**src/common/wool_map.vh**
```
`ifndef WOOL_MAP_VH
`define WOOL_MAP_VH
// Register addresses
`define WOOL_ADDR_LATCH_TWO 16'h001D
`define WOOL_ADDR_LATCH_ONE 16'h001F
// option_latch_one fields
`define WOOL_L1_WDOG_RATE 7
`define WOOL_L1_LV_STOP_EN 6
`define WOOL_L1_LV_RST_DIS 5
`define WOOL_L1_LV_PWR_DIS 4
`define WOOL_L1_SHORT_REC 3
`define WOOL_L1_STOP_EN 1
`define WOOL_L1_WDOG_DIS 0
// option_latch_two fields
`define WOOL_L2_RC_STOP_DIS 7
`define WOOL_L2_XTAL_STOP_EN 6
`define WOOL_L2_DIV_BYPASS 5
`define WOOL_L2_PORT_HI_LCD 3
`define WOOL_L2_PORT_LO_LCD 2
`define WOOL_L2_TRIP_HI 1
`define WOOL_L2_TRIP_LO 0
// Reset values
`define WOOL_L1_RESET 8'h10
`define WOOL_L2_RESET 8'h00
`define WOOL_TRIP_RESET 2'h0
// Trip mode encodings
`define WOOL_TRIP_RSVD_2V5 2'h0
`define WOOL_TRIP_3V 2'h1
`define WOOL_TRIP_5V 2'h2
`define WOOL_TRIP_RSVD 2'h3
// Timing, in internal clock cycles
`define WOOL_WDOG_SHORT_CYC 32'h0000_1FF0
`define WOOL_WDOG_LONG_CYC 32'h0003_FFF0
`define WOOL_REC_SHORT_CYC 13'h0020
`define WOOL_REC_LONG_CYC 13'h1000
`endif

```
**src/wool_option_latches.v**
```verilog
// Decided for this implementation: the address map and the strobed register port.
`timescale 1ns/1ps
`include "wool_map.vh"
module wool_option_latches (
   input wire clk,
   input wire nrst,
   input wire porRst_n,
   input wire [15:0] busAddr,
   input wire [7:0] busWrData,
   input wire busWrStb,
   input wire busRdStb,
   output reg [7:0] busRdData,
   input wire stopMode,
   input wire stopExitByReset,
   input wire lowVoltageResetReq,
   input wire baseClockSelect,
   output wire watchdogRateBit,
   output wire [31:0] watchdogTimeoutCycles,
   output wire watchdogEnable,
   output wire lowVoltageInhibitOn,
   output wire lowVoltageResetOut,
   output wire [12:0] stopRecoveryCycles,
   output wire stopIllegalOpcode,
   output wire rcOscRun,
   output wire crystalRun,
   output wire dividerBypass,
   output wire portHighNibbleLcd,
   output wire portLowNibbleLcd,
   output wire [1:0] tripModeField,
   output wire tripModeValid,
   output wire latchOneWritten,
   output wire latchTwoWritten
);
   // ********************************
   // Register storage
   // ********************************
   reg [7:0] latchOne_reg;
   reg [5:0] latchTwoLow_reg;
   reg [1:0] tripMode_reg;
   reg oneDone_reg;
   reg twoDone_reg;
   reg tripDone_reg;
   reg exitReset_reg;
   wire selOne;
   wire selTwo;
   wire [7:0] latchTwo;

   function isAddr;
      input [15:0] a;
      input [15:0] refAddr;
      begin
         isAddr = (a == refAddr);
      end
   endfunction

   assign selOne = isAddr(busAddr, `WOOL_ADDR_LATCH_ONE);
   assign selTwo = isAddr(busAddr, `WOOL_ADDR_LATCH_TWO);
   assign latchTwo = {latchTwoLow_reg, tripMode_reg};

   // Only nrst re-arms the ordinary latches; porRst_n alone leaves them as they are
   always @(posedge clk or negedge nrst) begin
      if (!nrst) begin
         latchOne_reg <= `WOOL_L1_RESET;
         latchTwoLow_reg <= 6'h00;
         oneDone_reg <= 1'b0;
         twoDone_reg <= 1'b0;
      end else begin
         if (busWrStb && selOne && !oneDone_reg) begin
            latchOne_reg <= busWrData;
            oneDone_reg <= 1'b1;
         end
         if (busWrStb && selTwo && !twoDone_reg) begin
            latchTwoLow_reg <= busWrData[7:2];
            twoDone_reg <= 1'b1;
         end
      end
   end

   // Trip field survives ordinary resets; only power-on re-arms it
   always @(posedge clk or negedge porRst_n) begin
      if (!porRst_n) begin
         tripMode_reg <= `WOOL_TRIP_RESET;
         tripDone_reg <= 1'b0;
      end else if (busWrStb && selTwo && !tripDone_reg) begin
         tripMode_reg <= busWrData[1:0];
         tripDone_reg <= 1'b1;
      end
   end

   // ********************************
   // Read port
   // ********************************
   always @(posedge clk or negedge nrst) begin
      if (!nrst) begin
         busRdData <= 8'h00;
      end else if (busRdStb && selOne) begin
         busRdData <= latchOne_reg;
      end else if (busRdStb && selTwo) begin
         busRdData <= latchTwo;
      end else begin
         busRdData <= 8'h00;
      end
   end

   // Remember whether the last stop exit came via reset
   always @(posedge clk or negedge nrst) begin
      if (!nrst) begin
         exitReset_reg <= 1'b1;
      end else if (stopMode) begin
         exitReset_reg <= stopExitByReset;
      end
   end

   // ********************************
   // Option decode
   // ********************************
   assign watchdogRateBit = latchOne_reg[`WOOL_L1_WDOG_RATE];
   assign watchdogTimeoutCycles = watchdogRateBit ?
      `WOOL_WDOG_SHORT_CYC : `WOOL_WDOG_LONG_CYC;
   assign watchdogEnable = !latchOne_reg[`WOOL_L1_WDOG_DIS];
   assign lowVoltageInhibitOn = !latchOne_reg[`WOOL_L1_LV_PWR_DIS] &&
      (!stopMode || latchOne_reg[`WOOL_L1_LV_STOP_EN]);
   assign lowVoltageResetOut = lowVoltageResetReq && lowVoltageInhibitOn &&
      !latchOne_reg[`WOOL_L1_LV_RST_DIS];
   // Short delay leaves a window where the inhibit is not yet up
   assign stopRecoveryCycles =
      (latchOne_reg[`WOOL_L1_SHORT_REC] && !stopExitByReset && !exitReset_reg) ?
      `WOOL_REC_SHORT_CYC : `WOOL_REC_LONG_CYC;
   assign stopIllegalOpcode = !latchOne_reg[`WOOL_L1_STOP_EN];
   assign rcOscRun = !(stopMode && latchTwo[`WOOL_L2_RC_STOP_DIS]);
   assign crystalRun = !stopMode || latchTwo[`WOOL_L2_XTAL_STOP_EN];
   assign dividerBypass = latchTwo[`WOOL_L2_DIV_BYPASS] && !baseClockSelect;
   assign portHighNibbleLcd = latchTwo[`WOOL_L2_PORT_HI_LCD];
   assign portLowNibbleLcd = latchTwo[`WOOL_L2_PORT_LO_LCD];
   assign tripModeField = tripMode_reg;
   assign tripModeValid = (tripMode_reg == `WOOL_TRIP_3V) ||
      (tripMode_reg == `WOOL_TRIP_5V);
   assign latchOneWritten = oneDone_reg;
   assign latchTwoWritten = twoDone_reg;
endmodule

```
**config.mk**
```make
export PLATFORM = sky130hd
export DESIGN_NAME = wool_option_latches
export DESIGN_NICKNAME = d
export VERILOG_FILES = /design/src/wool_option_latches.v
export VERILOG_INCLUDE_DIRS = /design/src /design/src/common
export SDC_FILE = /design/constraint.sdc
export NUM_CORES = 1
export LEC_CHECK = 0
export ABC_AREA = 0
export BUFFER_PORTS_ARGS = -buffer_cell sky130_fd_sc_hd__buf_2
export CORE_ASPECT_RATIO = 0.8
export CORE_MARGIN = 2
export CORE_UTILIZATION = 42
export DETAILED_ROUTE_END_ITERATION = 12
export GPL_TIMING_DRIVEN = 0
export HOLD_SLACK_MARGIN = 0.05
export PLACE_DENSITY = 0.84
export SYNTH_ARGS = -nofsm -noshare
export SYNTH_HDL_FRONTEND = slang
export SYNTH_SLANG_ARGS = --single-unit
```
**constraint.sdc**
```tcl
create_clock -name clk -period 1.7 [get_ports clk]
set_input_delay 0 -clock clk [delete_from_list [all_inputs] [get_ports clk]]
set_output_delay 0 -clock clk [all_outputs]
set_load 0.05 [all_outputs]
```
; ---- After elaboration in Yosys (flattened, before gate mapping)
; Cells that the tools add are included.
[word_totals]
reg_bits = 28
output_inout_bits = 68
wordCells = 45
in_bits = 33
[classes]
n_reduce_logical = 29
eq_ne = 4
mux = 4
[op_table]
columns = op, count
row1 = "== test 16 x 5 -> 1 bit, second input constant", 2
row2 = two-way mux 18 bit, 1
row3 = two-way mux 8 bit, 2
row4 = logical AND 1 bit, 14
row5 = two-way mux 13 bit, 1
row6 = logical NOT 1 bit, 12
row7 = logical OR 1 bit, 3
row8 = "== test 2 x 1 -> 1 bit, second input constant", 1
row9 = "== test 2 bit, second input constant", 1

; ---- Logic depth before layout (Yosys ltp)
; Gate-level depths: netlist of the first run.
[logic_depth]
depth_word = 5
depth_mapped = 5
depth_no_buf = 4

; ---- Worst setup path after synthesis of the first run
; No wires, ideal clock.
[synth_path]
path_type = register -> output
from = reg latchOne_reg[6]
to = out lowVoltageResetOut
t_required_ps = 1700
t_arrival_ps = 1744
path_stages_with_launch = 4
n_path_buf = 0
path_slack_ps = -44
cell_sequence = dfrtp_1 > inv_1 > a21oi_1 > and3b_1
[synth_via]
elab_chain_len = 4
[synth_rtl]
columns = element, line_no
row1 = from (decl), wool_option_latches.v:37  ; reg [7:0] latchOne_reg;
row2 = from (signal assigned), wool_option_latches.v:63  ; latchOne_reg <= `WOOL_L1_RESET;
row3 = from (signal assigned), wool_option_latches.v:69  ; latchOne_reg <= busWrData;
row4 = logical OR 1 bit, wool_option_latches.v:122  ; (!stopMode || latchOne_reg[`WOOL_L1_LV_STOP_EN]);
row5 = logical AND 1 bit, wool_option_latches.v:121  ; assign lowVoltageInhibitOn = !latchOne_reg[`WOOL_L1_LV_PWR_DIS] &&
row6 = named net lowVoltageInhibitOn, wool_option_latches.v:20  ; output wire lowVoltageInhibitOn,
row7 = logical AND 1 bit (2 in series), wool_option_latches.v:123  ; assign lowVoltageResetOut = lowVoltageResetReq && lowVoltageInhibitOn &&
row8 = to (decl), wool_option_latches.v:21  ; output wire lowVoltageResetOut,
; The timed path passes the listed nets, and every way through them passes these cells.

; ---- Final worst setup path of the first run
[layout_path]
from = in busAddr[11]
to = reg latchOne_reg[1]
[layout_via]
elab_chain_len = 3
[layout_rtl]
columns = element, line_no
row1 = from (decl), wool_option_latches.v:8  ; input wire [15:0] busAddr,
row2 = == test 16 x 5 -> 1 bit, wool_option_latches.v:52  ; isAddr = (a == refAddr);
row3 = logical AND 1 bit (2 in series), wool_option_latches.v:68  ; if (busWrStb && selOne && !oneDone_reg) begin
; Every way passes these cells.
; A chain may end at the register's enable or synchronous reset.

==> results of run 1 <==
==> cells in the mapped netlist <==
| library cell | instances | area [sq um] |
|---|---|---|
| dfstp_2 | 2 | 52.55 |
| mux2i_1 | 8 | 80.08 |
| clkbuf_1 | 1 | 3.750 |
| conb_1 | 2 | 7.510 |
| nor3b_1 | 1 | 7.510 |
| nor4b_1 | 2 | 17.52 |
| buf_6 | 1 | 11.26 |
| inv_1 | 5 | 18.77 |
| nor3_2 | 1 | 10.01 |
| or3_1 | 2 | 12.51 |
| clkbuf_4 | 1 | 7.510 |
| nor2_1 | 10 | 37.54 |
| nor2b_1 | 1 | 6.260 |
| nand4_1 | 3 | 18.77 |
| or2_2 | 3 | 18.77 |
| a21oi_1 | 1 | 5.000 |
| nor3_1 | 1 | 5.000 |
| xor2_1 | 1 | 8.760 |
| buf_4 | 42 | 315.3 |
| o21bai_1 | 1 | 7.510 |
| dfrtp_1 | 26 | 650.6 |
| mux2_2 | 11 | 123.9 |
| nor4bb_1 | 2 | 20.02 |
| nand2_1 | 4 | 15.01 |
| nor4_1 | 2 | 12.51 |
| nand2b_1 | 2 | 12.51 |
| mux2_4 | 6 | 90.09 |
| and3b_1 | 1 | 8.760 |
==> worst paths after layout <==
check | endpoint | slack [ns] | cells past startpoint
worst max register to register | latchOne_reg[1] | 0.32 | 2
max in group asynchronous | tripModeField[0] | 0.94 | 3
worst max-delay path | latchOne_reg[1] | 0.25 | 5
worst min-delay path | latchOneWritten | 0.19 | 4
worst min register to register | tripDone_reg | 0.47 | 1
min in group asynchronous | latchTwoLow_reg[4] | 0.24 | 2
==> cells by family (layout without fill, tap and decap cells) <==
logic type / Yosys count / after routing / share of synthesized area, %
muxes: 25 / 25 / 18.55
xor gates and xnor gates: 1 / 1 / 0.5526
other: 2 / 38 / 0.4737
and+or+nand+nor: 35 / 35 / 12.79
DFF: 28 / 28 / 44.36
buffers and inverters: 50 / 130 / 22.49
AOI/OAI and AO/OA: 2 / 2 / 0.7891
==> layer usage <==
layer,GRT usage [%],vias to the layer above,routed length (microns)
met5,0,-,0
met4,5.556,0,0
met3,3.082,0,144
met2,30.00,34,1847
met1,18.23,573,1307
li1,-,633,-
==> report_power, final <==
part	total [W]	switching, W	internal [W]
registers	0.000671	0.00000147	0.000670
clock network	0.000511	0.000196	0.000315
logic	0.000384	0.000258	0.000126
total	0.00157	0.000455	0.00111
==> final cells by class <==
type / count / share of cell area (%)
flip-flops and latches: 28 / 30.51
multi-input cells: 101 / 29.10
repair buffers: 76 / 19.54
plain buffers: 45 / 14.66
well taps: 42 / 2.280
clock buffers: 3 / 1.792
clock inverters: 1 / 1.303
inverters: 5 / 0.8143
==> worst register-to-register path, delay by kind of cell, from the launching register on <==
kind             cells  cell delay [ns]
DFF                  1             0.43
and+or+nand+nor      1             0.46
muxes                1             0.40
==> metrics by stage <==
| stage | area, sq um | instances | util (%) |
|---|---|---|---|
| 2_1_floorplan | 1724 | 179 | - |
| 5_1_grt | 2305 | 301 | 65.51 |
| 4_1_cts | 2298 | 301 | 65.33 |
| 3_3_place_gp | 2087 | 283 | 59.32 |
| 3_5_place_dp | 2087 | 283 | 59.32 |
| 6_report | 2305 | 301 | 65.51 |
==> timing repair <==
| action | CTS | global route |
|---|---|---|
| hold buffers | 14 | 0 |
| endpoints found under the hold margin | 44 | 0 |
| setup endpoints to repair | 0 | 7 |
| setup buffers | 0 | 0 |
| gates resized for setup | 0 | 1 |
==> out/metrics.csv, run 1 <==
metric,value,unit
ant_nets,0,
syn_to_final_growth,45.38,%
htreeDepth,1,
grt_max_degree,26,
ir_drop,0.0003456,V
die-width,72.69,microns
worst_slew_pin_slew,0.5349,ns
synth_area,1585,sq um
critPathLaunchType,primary input,
numCtsBuffers,3,
rsz0062_at_grt,false,
power_leakage,1.315,nW
crit_chain,"buf_2, nor4b_1, nand4_1, nor3_4, mux2_2",
worstSetupPathType,in -> reg,
dieArea,4285,sq um
cp-end-kind,register,
crit_buf_inv,1,
portBuffers,62,
syn_inst,143,
grt_pass1_vias,1149,
power.density,679.7,nW/um^2
power,0.001567,W
status,"finished, final reports clean",
final_cell_mix,"62 x buf_2, 42 x buf_4, 38 x conb_1, 26 x dfrtp_1, 14 x dlygate4sd3_1",
avgSynthCellArea,11.09,sq um
max_freq,691.8,MHz
synth_warnings,0,
first_pass_iters,6,
via_per_inst,4.120,
drv_slew,0,
hp-class,in -> reg,
io-pin-count,101,
cts_tree,yes,
period_share,85.02,%
rows,19,
drt-total-wl,3.300,mm
cts-root-buf,clkbuf_8,
tns,0,ns
slowest_delay,0.50,ns
gp_congestion,0.7222,
timing.rr.start,latchOneWritten,
cp_max_fo,8,
num-fill-cells,294,
synth.distinct_cells,28,
dp_worst_setup_slack,-0.1739,ns
crit_family,simple AND/OR/NAND/NOR gates,
clkTransAtPathRegs,0.09,ns
drc,0,
clkLatencyLatePin,0.27,ns
hold_viol_final,0,
detail_route.iter0.violations,38,
grt_pass1_wl,5.202,mm
seq_area,703.2,sq um
grt_antenna_before_repair,0,
fin_nets,293,
cp.required,1.87,ns
hold_ws,0.1865,ns
drive_gt1_share,51.74,%
grt_overflow,0,
initial_utilization,45.06,%
wire_per_inst,10.96,microns
relSlewSlack,64.34,%
cts_max_path_buffers,2,
cpMaxStageDelayCell,nor3_4,
skew,0.007452,ns
period_needed,1.445,ns
layout_commonest_cell,buf_2,
die_h,58.95,microns
ys_seq_elements,28,
vias,1240,
grt_use_total,16.01,%
antenna_cells,0,
place.detailed.hpwl,2.604,mm
final-setup-viol-count,0,
maxCapViolations,0,
arrival,1.61,ns
multi_input_area,670.6,sq um
worstHoldStart,busAddr[14],
synth-seq-area-share,44.36,%
cp-startpoint,busAddr[11],
coreArea,3518,sq um
cts.sinks,28,
postLayoutSetupSlackWorst,0.2546,ns
No activity file was read; power rests on OpenSTA's default activity.
==> run 2, diff against run 1 <==
--- a/config.mk
+++ b/config.mk
@@ -6,11 +6,13 @@
 export SDC_FILE = /design/constraint.sdc
 export NUM_CORES = 1
 export LEC_CHECK = 0
-export ABC_AREA = 0
+export ABC_AREA = 1
 export BUFFER_PORTS_ARGS = -buffer_cell sky130_fd_sc_hd__buf_2
 export CORE_ASPECT_RATIO = 0.8
 export CORE_MARGIN = 2
-export CORE_UTILIZATION = 42
+export CORE_UTILIZATION = 43
+export CTS_BUF_LIST = sky130_fd_sc_hd__clkbuf_16
+export CTS_CLUSTER_DIAMETER = 80
 export DETAILED_ROUTE_END_ITERATION = 12
 export GPL_TIMING_DRIVEN = 0
 export HOLD_SLACK_MARGIN = 0.05
==> run 2 against run 1 <==
  * Synthesized cell count rose by 49%
  * Total power rose by 0.72%
  * Combinational power rose by 1%
  * Cell count rose by 27%
  * Sequential cell count did not move
  * Critical path type is now reg -> out
  * Largest power group unchanged
==> out/metrics.csv, run 2 <==
metric,value,unit
num-fill-cells,336,
grt_use_total,18.43,%
skew,0.002710,ns
synth_edf_count,0,
numCtsBuffers,3,
portBuffers,62,
crit_family,flip-flops,
maxCapViolations,0,
final_cell_mix,"64 x nand2_1, 64 x buf_2, 42 x buf_4, 38 x conb_1, 26 x dfrtp_1",
rows,20,
grt_overflow,0,
ys_seq_elements,28,
grt_max_degree,26,
first_pass_iters,4,
ys_async_sr_fraction,100.0,%
detail_route.iter0.violations,68,
cpMaxStageDelayCell,dfrtp_1,
cts_tree,yes,
cts_max_path_buffers,2,
via_per_inst,4.234,
grt_pass1_vias,1472,
gp_congestion,0.8109,
period_share,75.42,%
ir_drop,0.0003842,V
hold_ws,0.05366,ns
worst_slew_pin_slew,0.5379,ns
ant_nets,0,
hp-class,in -> reg,
dieArea,4492,sq um
yosysTopAreaCell,dfrtp_1,
place.detailed.hpwl,3.117,mm
drc,0,
clkTransAtPathRegs,0.06,ns
slowest_delay,0.37,ns
clkLatencyLatePin,0.26,ns
fin_nets,360,
final-setup-viol-count,0,
drv_slew,0,
relSlewSlack,64.14,%
synth_area,1707,sq um
cp_max_fo,3,
htreeDepth,1,
wire_per_inst,10.59,microns
cp-end-kind,primary output,
antenna_cells,0,
cp.required,1.70,ns
max_freq,779.9,MHz
io-pin-count,101,
status,"finished, final reports clean",
rsz0062_at_grt,false,
coreArea,3804,sq um
grt_antenna_before_repair,0,
synth_area_leaders,"dfrtp_1 38%, buf_4 18%, nand2_1 14%",
arrival,1.28,ns
crit_buf_inv,2,
avgSynthCellArea,8.012,sq um
post_cts_buffers,0,
initial_utilization,44.87,%
cts.sinks,28,
syn_to_final_growth,41.72,%
drt-total-wl,4.034,mm
power.density,652.4,nW/um^2
synthTopCellsByCount,"64 x nand2_1, 42 x buf_4, 26 x dfrtp_1",
synth-main-ff-cell,dfrtp_1,
die-width,74.44,microns
cts-root-buf,clkbuf_16,
drive_gt1_share,38.65,%
power_leakage,1.454,nW
synth_most_common_cell,nand2_1,
critPathLaunchType,register,
die_h,60.35,microns
period_needed,1.282,ns
crit_chain,"inv_1, a21oi_2, nand2_1, nor2_1, buf_2",
synth_warnings,0,
tns,0,ns
vias,1613,
syn_inst,213,
grt_pass1_wl,6.368,mm
synth.distinct_cells,23,
hold_viol_final,0,
synth-seq-area-share,41.20,%
worstSetupPathType,reg -> out,
netlist.area_leader.share,38.12,%
-- run 2: repair_timing --
action | CTS | global route
gates resized for setup | 0 | 0
hold endpoints to repair | 43 | 0
hold buffers | 11 | 0
-- run 2: routing by layer --
| metal | vias up | part of all wire (%) | GRT usage [%] |
|---|---|---|---|
| met5 | - | 0 | 0 |
| met4 | 0 | 2.0 | 4.847 |
| li1 | 818 | - | - |
| met1 | 725 | 39 | 21.64 |
| met2 | 62 | 52 | 34.64 |
| met3 | 8 | 6.2 | 3.654 |
-- run 2: per-stage QoR --
step | setup WS (ns) | cells | util [%] | cell area, sq um | power (W)
after global placement | 0.5300 | 366 | 58.62 | 2230 | 0.001042
after floorplan | 0.03206 | 249 | - | 1851 | 0.0009803
final | 0.4178 | 381 | 63.59 | 2419 | 0.001578
after global routing | 0.3385 | 381 | 63.59 | 2419 | 0.001632
after detailed placement | 0.4943 | 366 | 58.62 | 2230 | 0.001046
after CTS | 0.4153 | 381 | 63.59 | 2419 | 0.001582
-- run 2: worst register-to-register path, cell delays in order, from the launching register on --
cell,delay [ns]
dfrtp_1,0.38
inv_1,0.21
nand4_1,0.31
nand2_1,0.15
nand2_1,0.06
-- run 2: power breakdown --
part	switching (W)	total, W	internal (W)
Sequential	0.00000150	0.000672	0.000670
Clock	0.000203	0.000518	0.000315
Combinational	0.000271	0.000388	0.000117
Total	0.000475	0.00158	0.00110
-- run 2: worst paths after layout --
kind	to	cells after the start	slack (ns)	from
min	exitReset_reg	2	0.05	stopMode
max reg2reg	latchTwoLow_reg[0]	4	0.47	latchTwoWritten
min reg2reg	busRdData[2]	2	0.48	latchOne_reg[2]
min in group asynchronous	tripDone_reg	2	0.06	porRst_n
max	lowVoltageResetOut	5	0.42	latchOne_reg[6]
max in group asynchronous	latchOne_reg[4]	2	1.08	nrst
-- run 2: layout make-up --
type                            count  area, sq um  area share, %
Buffer                             45        340.3          14.07
Clock buffer                        3        75.07          3.104
Clock inverter                      1        3.754         0.1552
Inverter                           21        78.83          3.259
Multi-Input combinational cell    155        728.2          30.11
Sequential cell                    28        703.2          29.07
Tap cell                           55        68.82          2.845
Timing Repair Buffer               73        420.4          17.38
-- run 2: kinds of logic (layout without fill, tap and decap cells) --
family,count (synthesis),in the layout,share of synthesized area [%]
xor+xnor,1,1,0.5133
compound gates,1,1,0.2930
other cells,2,38,0.4400
flops,28,28,41.20
simple gates,114,114,32.33
buf+inv,66,143,24.56
mux,1,1,0.6598
==> run 3, diff against run 2 <==
==> constraint.sdc (replaced) <==
create_clock -name clk -period 1.3 [get_ports clk]
set_input_delay 0 -clock clk [delete_from_list [all_inputs] [get_ports clk]]
set_output_delay 0 -clock clk [all_outputs]
set_load 0.05 [all_outputs]
==> run 3 against run 2 <==
  * Clock skew shrank 0.00095 ns
  * Core utilization up 1.3 points
  * Die area is the same
  * Worst setup slack worse by 0.36 ns
  * Routed wire length rose by 1.0%
  * Total power rose by 32%
  * Clock power is 35% higher
  * Sequential cell count unchanged
  * First-iteration DRC count rose by 78%
  * Sequential share of layout area decreased by 0.47 points
  * Cell count rose by 0.26%
  * Count of clock-buffer cells in the layout is the same
  * Largest cell class unchanged
  * Largest power group unchanged
==> out/metrics.csv, run 3 (synthesis gave the netlist of run 2 again) <==
metric,value,unit
r2r_end,latchTwoLow_reg[2],
grt_antenna_before_repair,0,
clkLatencyLatePin,0.26,ns
gp_congestion,0.8120,
cp.required,1.30,ns
num-fill-cells,319,
cp-startpoint,latchOne_reg[6],
placed_cell_area,2260,sq um
rrSetupSlack,0.12,ns
htreeDepth,1,
cts-root-buf,clkbuf_16,
worst_r2r_path_depth,5,
critPathLaunchType,register,
grt_max_degree,26,
max_freq,806.3,MHz
hold_viol_final,0,
drc,0,
cts_tree,yes,
coreArea,3804,sq um
die-width,74.44,microns
drv_slew,0,
cp_max_fo,3,
rsz0062_at_grt,false,
hp-class,in -> async,
grt_use_total,19.55,%
period_needed,1.240,ns
grt_pass1_vias,1473,
crit_chain,"inv_1, a21oi_4, nand2_1, nor2_2, buf_4",
relSlewSlack,63.09,%
dieArea,4492,sq um
cpMaxStageDelayCell,dfrtp_1,
final_cell_mix,"64 x nand2_1, 63 x buf_2, 44 x buf_4, 38 x conb_1, 24 x dfrtp_1",
via_per_inst,4.241,
power,0.002087,W
arrival,1.24,ns
postLayoutSetupSlackWorst,0.05976,ns
wire_per_inst,10.67,microns
cp-end-kind,primary output,
io-pin-count,101,
cts.sinks,28,
ir_drop,0.0004417,V
detail_route.iter0.violations,121,
period_share,95.40,%
power_leakage,1.463,nW
syn_to_final_growth,44.57,%
slowest_delay,0.40,ns
fin_nets,361,
final-setup-viol-count,0,
drt-total-wl,4.075,mm
first_pass_iters,4,
grt_overflow,0,
final_util,64.87,%
maxCapViolations,0,
worstSetupPathType,reg -> out,
clkTransAtPathRegs,0.06,ns
status,"finished, final reports clean",
layout_commonest_cell,nand2_1,
place.detailed.hpwl,3.051,mm
antenna_cells,0,
skew,0.001762,ns
rows,20,
tns,0,ns
fin_area,2467,sq um
drive_gt1_share,40.37,%
initial_utilization,44.87,%
portBuffers,62,
numCtsBuffers,3,
worst_slew_pin_slew,0.5536,ns
ant_nets,0,
power.density,845.9,nW/um^2
dp_worst_setup_slack,0.08536,ns
timing.rr.start,latchTwoWritten,
cts_max_path_buffers,2,
die_h,60.35,microns
grt_pass1_wl,6.672,mm
vias,1620,
[run 3: layout make-up]
class / count / area [sq um] / share of cell area, %
clock inverter: 1 / 3.754 / 0.1521
buffer: 45 / 340.3 / 13.79
sequential: 28 / 705.7 / 28.60
timing repair buffer: 74 / 430.4 / 17.44
clock buffer: 3 / 75.07 / 3.043
tap: 55 / 68.82 / 2.789
inverter: 21 / 82.58 / 3.347
multi-input combinational: 155 / 760.7 / 30.83
[run 3: layer usage]
layer  GRT usage [%]  vias to the layer above  wire (microns)
li1                -                      819               -
met1           24.45                      722            1580
met2           34.26                       74            2113
met3           4.319                        5             342
met4           5.867                        0              38
met5               0                        -               0
[run 3: worst max path at each step]
stage                                    end  depth (start not counted)
after floorplan           lowVoltageResetOut                          4
after global placement    latchTwoLow_reg[1]                          4
after detailed placement     latchOne_reg[3]                          4
after CTS                 lowVoltageResetOut                          5
after global routing      lowVoltageResetOut                          5
final                     lowVoltageResetOut                          5
[run 3: repair_timing]
item,CTS,global route
endpoints found under the hold margin,43,0
hold buffers,11,0
endpoints found under the setup margin,0,9
buffers inserted,0,1
gates resized for setup,0,3
[run 3: worst max-delay path: cells and delay by family, from the launching register on]
kind                   cells  cell delay [ns]
and+or+nand+nor            2             0.17
AOI/OAI and AO/OA          1             0.12
DFF                        1             0.40
buffers and inverters      2             0.29
[run 3: per-stage QoR]
step                      std cells  hold slack, ns
after floorplan                 249         -0.2956
after global placement          366         -0.2032
after detailed placement        366         -0.2005
after CTS                       381         0.06118
after global routing            382         0.07537
final                           382         0.06153
[run 3: report_power, final]
part | switching [W] | internal (W)
logic | 0.000355 | 0.000156
registers | 0.00000303 | 0.000877
clock network | 0.000284 | 0.000412
